`src/asm_pkg.sv`:
```
/*
  asm_pkg: constants for the host-side controller of a 64K x 32
  asynchronous static memory module.
  assumes a 125 MHz core clock (8 ns period); figures are for the
  slowest speed grade so one build serves every module grade.
*/
package asm_pkg;

  localparam int CLK_PERIOD_NS = 8;

  // timing figures in ns, slowest grade
  localparam int T_RC_NS   = 35;  // read cycle
  localparam int T_AA_NS   = 35;  // address access
  localparam int T_HZ_NS   = 15;  // bus release after deselect/write
  localparam int T_AW_NS   = 20;  // address valid to end of write
  localparam int T_WP_NS   = 20;  // write pulse width
  localparam int T_DS_NS   = 15;  // data setup to end of write
  localparam int T_AH_NS   = 1;   // address hold after write
  localparam int T_LZWE_NS = 5;   // write disable to output low-z

  // least times round up to whole cycles
  localparam int RD_CYC  = (T_AA_NS + CLK_PERIOD_NS - 1) / CLK_PERIOD_NS;
  localparam int RC_CYC  = (T_RC_NS + CLK_PERIOD_NS - 1) / CLK_PERIOD_NS;
  localparam int HZ_CYC  = (T_HZ_NS + CLK_PERIOD_NS - 1) / CLK_PERIOD_NS;
  localparam int WR_CYC  = (T_AW_NS + CLK_PERIOD_NS - 1) / CLK_PERIOD_NS;
  localparam int AH_CYC  = (T_AH_NS + CLK_PERIOD_NS - 1) / CLK_PERIOD_NS;
  localparam int LZ_CYC  = (T_LZWE_NS + CLK_PERIOD_NS - 1) / CLK_PERIOD_NS;

  localparam int CNT_W = 4;

  // values after reset
  localparam logic [3:0] SEL_IDLE = 4'hF;

  typedef enum logic [2:0] {
    ASM_IDLE,
    ASM_RD_ACC,
    ASM_RD_REL,
    ASM_WR_PULSE,
    ASM_WR_HOLD,
    ASM_RECOVER
  } asm_state_t;

endpackage : asm_pkg

```
`src/asm_host.sv`:
```
/*
  asm_host: host controller that drives a 64K x 32 asynchronous static
  memory module through its pins, one word or byte subset per request.
  assumes the module pins are wired directly; the data bus wire level is
  resolved outside from data_bus_oe_n_out. user requests are synchronous.
*/
`timescale 1ns/1ns
module asm_host #(
  parameter int ADDR_W = 16,
  parameter int DATA_W = 32
) (
  // clock and reset
  input  wire logic                core_clk_in,
  input  wire logic                rst_n_in,
  // user request
  input  wire logic                req_valid_in,
  input  wire logic                req_write_in,
  input  wire logic [ADDR_W-1:0]   req_addr_in,
  input  wire logic [DATA_W-1:0]   req_wdata_in,
  input  wire logic [3:0]          req_bytes_in,
  output logic                     req_ready_out,
  output logic                     rsp_valid_out,
  output logic [DATA_W-1:0]        rsp_rdata_out,
  output logic [1:0]               density_id_out,
  // module pins
  output logic [ADDR_W-1:0]        word_address_out,
  output logic                     write_n_out,
  output logic                     output_en_n_out,
  output logic                     byte_select0_n_out,
  output logic                     byte_select1_n_out,
  output logic                     byte_select2_n_out,
  output logic                     byte_select3_n_out,
  output logic [DATA_W-1:0]        data_bus_out,
  output logic                     data_bus_oe_n_out,
  input  wire logic [DATA_W-1:0]   data_bus_in,
  input  wire logic                density_id_bit0_in,
  input  wire logic                density_id_bit1_in
);

  // ************************************************************
  // parameter checks
  // ************************************************************
  // the lane selects are fixed at four, so the data width cannot move
  if (ADDR_W != 16 || DATA_W != 32)
  begin : g_bad_width
    $error("asm_host serves only 16 address and 32 data lines");
  end
  // the longest wait, the start-up recovery, must fit the down counter
  if (asm_pkg::RC_CYC >= (1 << asm_pkg::CNT_W))
  begin : g_bad_count
    $error("asm_host recovery count exceeds its counter");
  end

  // ************************************************************
  // state
  // ************************************************************
  asm_pkg::asm_state_t          st_r, st_nxt;
  logic [asm_pkg::CNT_W-1:0]    cnt_r, cnt_nxt;
  logic [ADDR_W-1:0]            addr_r, addr_nxt;
  logic [DATA_W-1:0]            wdat_r, wdat_nxt;
  logic [DATA_W-1:0]            rdat_r, rdat_nxt;
  logic [3:0]                   sel_n_r, sel_n_nxt;
  logic                         we_n_r, we_n_nxt;
  logic                         oe_n_r, oe_n_nxt;
  logic                         drv_n_r, drv_n_nxt;
  logic                         rdy_r, rdy_nxt;
  logic                         rsp_r, rsp_nxt;
  logic [1:0]                   did_r, did_nxt;

  function automatic logic [asm_pkg::CNT_W-1:0] cyc(input int n);
    cyc = asm_pkg::CNT_W'(n - 1);
  endfunction : cyc

  // ************************************************************
  // next state
  // ************************************************************
  always_comb
  begin
    st_nxt    = st_r;
    cnt_nxt   = cnt_r;
    addr_nxt  = addr_r;
    wdat_nxt  = wdat_r;
    rdat_nxt  = rdat_r;
    sel_n_nxt = sel_n_r;
    we_n_nxt  = we_n_r;
    oe_n_nxt  = oe_n_r;
    drv_n_nxt = drv_n_r;
    rdy_nxt   = 1'b0;
    rsp_nxt   = 1'b0;
    did_nxt   = {density_id_bit1_in, density_id_bit0_in};
    if (cnt_r != '0)
      cnt_nxt = cnt_r - 1'b1;
    unique case (st_r)
      asm_pkg::ASM_IDLE:
      begin
        rdy_nxt = 1'b1;
        if (req_valid_in && rdy_r && req_bytes_in != 4'h0)
        begin
          rdy_nxt  = 1'b0;
          // address and selects move together so address is never late
          addr_nxt = req_addr_in;
          sel_n_nxt = ~req_bytes_in;
          if (req_write_in)
          begin
            wdat_nxt  = req_wdata_in;
            we_n_nxt  = 1'b0;
            oe_n_nxt  = 1'b1;
            drv_n_nxt = 1'b0;
            cnt_nxt   = cyc(asm_pkg::WR_CYC);
            st_nxt    = asm_pkg::ASM_WR_PULSE;
          end
          else
          begin
            oe_n_nxt = 1'b0;
            cnt_nxt  = cyc(asm_pkg::RD_CYC);
            st_nxt   = asm_pkg::ASM_RD_ACC;
          end
        end
      end
      asm_pkg::ASM_RD_ACC:
        if (cnt_r == '0)
        begin
          // sample while address still stands, within output hold
          rdat_nxt  = data_bus_in;
          rsp_nxt   = 1'b1;
          sel_n_nxt = asm_pkg::SEL_IDLE;
          oe_n_nxt  = 1'b1;
          cnt_nxt   = cyc(asm_pkg::HZ_CYC);
          st_nxt    = asm_pkg::ASM_RD_REL;
        end
      asm_pkg::ASM_RD_REL:
        if (cnt_r == '0)
          st_nxt = asm_pkg::ASM_IDLE;
      asm_pkg::ASM_WR_PULSE:
        if (cnt_r == '0)
        begin
          // write ends on both edges at once; data stays driven
          we_n_nxt  = 1'b1;
          sel_n_nxt = asm_pkg::SEL_IDLE;
          cnt_nxt   = cyc(asm_pkg::AH_CYC + asm_pkg::LZ_CYC);
          st_nxt    = asm_pkg::ASM_WR_HOLD;
        end
      asm_pkg::ASM_WR_HOLD:
        if (cnt_r == '0)
        begin
          drv_n_nxt = 1'b1;
          st_nxt    = asm_pkg::ASM_IDLE;
        end
      asm_pkg::ASM_RECOVER:
        if (cnt_r == '0)
          st_nxt = asm_pkg::ASM_IDLE;
      // two codes of the state word are unused; fall back to rest
      default:
        st_nxt = asm_pkg::ASM_IDLE;
    endcase
  end

  // ************************************************************
  // registers
  // ************************************************************
  always_ff @(posedge core_clk_in or negedge rst_n_in)
  begin
    if (!rst_n_in)
    begin
      st_r    <= asm_pkg::ASM_RECOVER;
      cnt_r   <= asm_pkg::CNT_W'(asm_pkg::RC_CYC);
      addr_r  <= '0;
      wdat_r  <= '0;
      rdat_r  <= '0;
      sel_n_r <= asm_pkg::SEL_IDLE;
      we_n_r  <= 1'b1;
      oe_n_r  <= 1'b1;
      drv_n_r <= 1'b1;
      rdy_r   <= 1'b0;
      rsp_r   <= 1'b0;
      did_r   <= 2'h0;
    end
    else
    begin
      st_r    <= st_nxt;
      cnt_r   <= cnt_nxt;
      addr_r  <= addr_nxt;
      wdat_r  <= wdat_nxt;
      rdat_r  <= rdat_nxt;
      sel_n_r <= sel_n_nxt;
      we_n_r  <= we_n_nxt;
      oe_n_r  <= oe_n_nxt;
      drv_n_r <= drv_n_nxt;
      rdy_r   <= rdy_nxt;
      rsp_r   <= rsp_nxt;
      did_r   <= did_nxt;
    end
  end

  // ************************************************************
  // outputs
  // ************************************************************
  assign req_ready_out      = rdy_r;
  assign rsp_valid_out      = rsp_r;
  assign rsp_rdata_out      = rdat_r;
  assign density_id_out     = did_r;
  assign word_address_out   = addr_r;
  assign write_n_out        = we_n_r;
  assign output_en_n_out    = oe_n_r;
  assign byte_select0_n_out = sel_n_r[0];
  assign byte_select1_n_out = sel_n_r[1];
  assign byte_select2_n_out = sel_n_r[2];
  assign byte_select3_n_out = sel_n_r[3];
  assign data_bus_out       = wdat_r;
  assign data_bus_oe_n_out  = drv_n_r;

endmodule : asm_host

```
`config.mk`:
```
export PLATFORM = sky130hd
export DESIGN_NAME = asm_host
export DESIGN_NICKNAME = d
export VERILOG_FILES = /design/src/asm_pkg.sv /design/src/asm_host.sv
export SDC_FILE = /design/constraint.sdc
export NUM_CORES = 1
export LEC_CHECK = 0
export ABC_AREA = 1
export BUFFER_PORTS_ARGS = -buffer_cell sky130_fd_sc_hd__buf_2
export CAP_MARGIN = 0
export CORE_ASPECT_RATIO = 1.2
export CORE_MARGIN = 4
export CORE_UTILIZATION = 42
export DETAILED_ROUTE_END_ITERATION = 6
export PLACE_DENSITY = 0.76
export SYNTH_ARGS = -nofsm -noshare
export SYNTH_HDL_FRONTEND = slang
export SYNTH_SLANG_ARGS = --single-unit
```
`constraint.sdc`:
```
create_clock -name core_clk_in -period 1.55 [get_ports core_clk_in]
set_input_delay 0.155 -clock core_clk_in [delete_from_list [all_inputs] [get_ports core_clk_in]]
set_output_delay 0.155 -clock core_clk_in [all_outputs]
set_load 0.03 [all_outputs]
```
==> reports/results.ini <==
[floorplan]
ioPinCount = 181
die_width_um = 96.6
die_h_um = 114
initial_core_util = 0.434
rows = 38
dieArea_um2 = 11100
core_region_area_um2 = 9130

[clock_tree]
clk_pin_slew_ps = 100
cts_inserted_buffers = 9
cts_buffer_depth = 2
cts_sinks = 98
h-tree-depth = 3
clk_latency_ps = 360
cts_tree = done
root_buffer = clkbuf_8

[sta]
drv_slew = 0
relSlewSlack = 0.816
finalSetupViolations = 0
period_needed_ps = 1550
finalHoldViolCount = 0
finalSetupTns_ps = 0
worst_slack_ps = 3.80
rsz0062_at_grt = yes
finClkSkew_ps = 11.6
tightest_slew_ps = 274
finalCritPeriodShare = 0.998
fmax_mhz = 647

[power_and_ir_drop]
max-vdd-ir-drop_mv = 1.39
swShare = 0.469
clockPowerShare = 0.144
power.density_nw_per_um2 = 2050
pwr-share-seq = 0.355
leakage_nw = 3.47
intPower_mw = 6.87
combPwrFrac = 0.501
p_switching_mw = 6.05
fin_total_pwr_mw = 12.9

[layout]
drive_above_1_share = 0.355
final.fill_count = 683
syn_to_final_growth_pct = 59.3
nets = 814
multi_input_area_um2 = 1400
antenna_cells_inserted = 0
finalNonFillerCells = 847
seqCellArea_um2 = 2470

[setup_path]
crit_arrival_ps = 1800
r2r_slack_ps = 4
cp_cell_sequence = inv_2 -> ha_4 -> nand2_4 -> nor2_4 -> nand3_4 -> buf_12 -> clkbuf_16 -> nand2_4 -> nand2_2
cp-end-kind = flip-flop
crit_path_frequent_cell = nand2_4
worst_path_max_delay_cell = dfrtp_1
worstSetupPathType = reg -> reg
cp-start-kind = flip-flop
crit_fanout = 7
worstPathRequired_ps = 1800
critPathMaxStageDelay_ps = 420

[placement]
place_ws_ps = -88.1
place.port_buffers = 180
place_inst = 739
place.gp.congestion = 0.842
post-dp-hpwl_um = 7330

[synthesis]
yosys_most_used_dff = dfrtp_1
yosysWarnings = 0
syn_area_um2 = 3960
async_flop_share = 1.00
synth_top_area_cell = dfrtp_1
ys_ff_latch = 98
synthMostInstantiatedCell = nand2_1
syn_inst = 444
synth_nets = 536
synth.area.top_cells = dfrtp_1, nand2_1, dfstp_2
synth_top_cell_area_share = 0.550
synth_edf_count = 0
syn_avg_cell_area_um2 = 8.92
ys_seq_area_frac = 0.623
yosysUniqueCellTypes = 25
yosys-top-cells-count = nand2_1, dfrtp_1, nor2_1

[drt]
vias = 3936
ant_nets = 0
via_per_inst = 4.65
wl_per_cell_um = 14.6
drc = 0
first_iter_violations = 210
wirelength_um = 12300
firstDrtPassIters = 4

[grt]
grt_pass1_vias = 3876
antenna_found_initial = 0
grt_pass1_wl_um = 18500
gr-total-overflow = 0
grt_util_all_layers = 0.208
grt_max_degree = 53

[outcome]
outcome = finished clean

[flow_run]
maxCapViolCount = 0

[worst_hold_path]
hp-class = in -> reg

## power groups by stage
stage / logic [mW] / clock network, mW / registers [mW]
after global routing: 6.97 / 2.03 / 4.73
after floorplan: 1.86 / 0 / 6.72
after detailed placement: 5.92 / 0 / 4.53
after global placement: 5.73 / 0 / 4.51
after CTS: 6.08 / 1.93 / 4.51
final: 6.47 / 1.87 / 4.59
## critical path, delay by kind of cell, from the launching register on
kind          cells  cell delay (ps)
buf+inv           3              420
simple gates      5              430
fa+ha+maj         1              160
flops             1              420
## routing by layer
layer | wire length (µm) | track usage | part of all wire | up-vias
li1 | - | - | - | 1901
met1 | 4650 | 0.238 | 0.38 | 1860
met2 | 6640 | 0.375 | 0.54 | 153
met3 | 786 | 0.0530 | 0.064 | 22
met4 | 274 | 0.0805 | 0.022 | 0
met5 | 0 | 0 | 0 | -
## registers in the layout, indices dropped and copies added (netlist names)
| signal | cells |
|---|---|
| data_bus_oe_n_out | 1 |
| rsp_rdata_out | 32 |
| req_ready_out | 1 |
| data_bus_out | 32 |
| output_en_n_out | 1 |
| cnt_r | 4 |
| st_r | 3 |
| density_id_out | 2 |
| write_n_out | 1 |
| word_address_out | 16 |
| rsp_valid_out | 1 |
| sel_n_r | 4 |
## placed cells by master, fill, tap and decap left out, drive strengths merged
cell type | Yosys | routed
nand2 | 270 | 270
buf | 14 | 197
dfrtp | 87 | 87
dlygate4sd3 | 0 | 81
nor2 | 22 | 22
inv | 17 | 20
clkbuf | 1 | 12
dfstp | 11 | 11
nand3 | 11 | 11
o21ai | 4 | 4
clkinv | 0 | 3
bufinv | 0 | 2
ha | 2 | 2
nor3 | 1 | 1
o22ai | 1 | 1
a21oi | 1 | 1
nand3b | 1 | 1
nand4 | 1 | 1
## through the flow
stage | area [µm²] | hold WS, ps | util
floorplan | 3960 | -141 | -
global placement | 4990 | -37.4 | 0.547
detailed placement | 4990 | -34.0 | 0.547
CTS | 6030 | 1.04 | 0.661
global route | 6310 | 7.02 | 0.691
finish | 6310 | 19.1 | 0.691
## path summary, 6_finish.rpt
path | end | from | cells past startpoint
min in group asynchronous | rsp_rdata_out[21] | rst_n_in | 2
worst max register to register | rsp_rdata_out[27] | cnt_r[1] | 9
worst max-delay path | rsp_rdata_out[27] | cnt_r[1] | 9
worst min-delay path | data_bus_out[17] | req_wdata_in[17] | 3
max in group asynchronous | cnt_r[0] | rst_n_in | 3
worst min register to register | write_n_out | write_n_out | 2
## layout make-up
cell class,count,share of cell area
Sequential cell,98,0.391
Multi-Input combinational cell,314,0.221
Inverter,17,0.0121
Clock buffer,10,0.0218
Timing Repair inverter,2,0.00278
Tap cell,120,0.0238
Clock inverter,6,0.0155
Timing Repair Buffer,280,0.312
## cells by family after synthesis
group                      share of synthesized area
adders and majority gates                    0.00632
AOI/OAI and AO/OA                            0.00790
buffers and inverters                         0.0496
and+or+nand+nor                                0.313
DFF                                            0.623
## repair_timing
| action | in CTS | in global routing |
|---|---|---|
| gates cloned | 0 | 5 |
| hold endpoints to repair | 165 | 2 |
| hold buffers | 79 | 2 |
| buffers inserted | 0 | 6 |
| resized for setup | 5 | 31 |
| pin swaps | 0 | 9 |
| endpoints found under the setup margin | 37 | 59 |
Power figures use the tool's default switching activity.
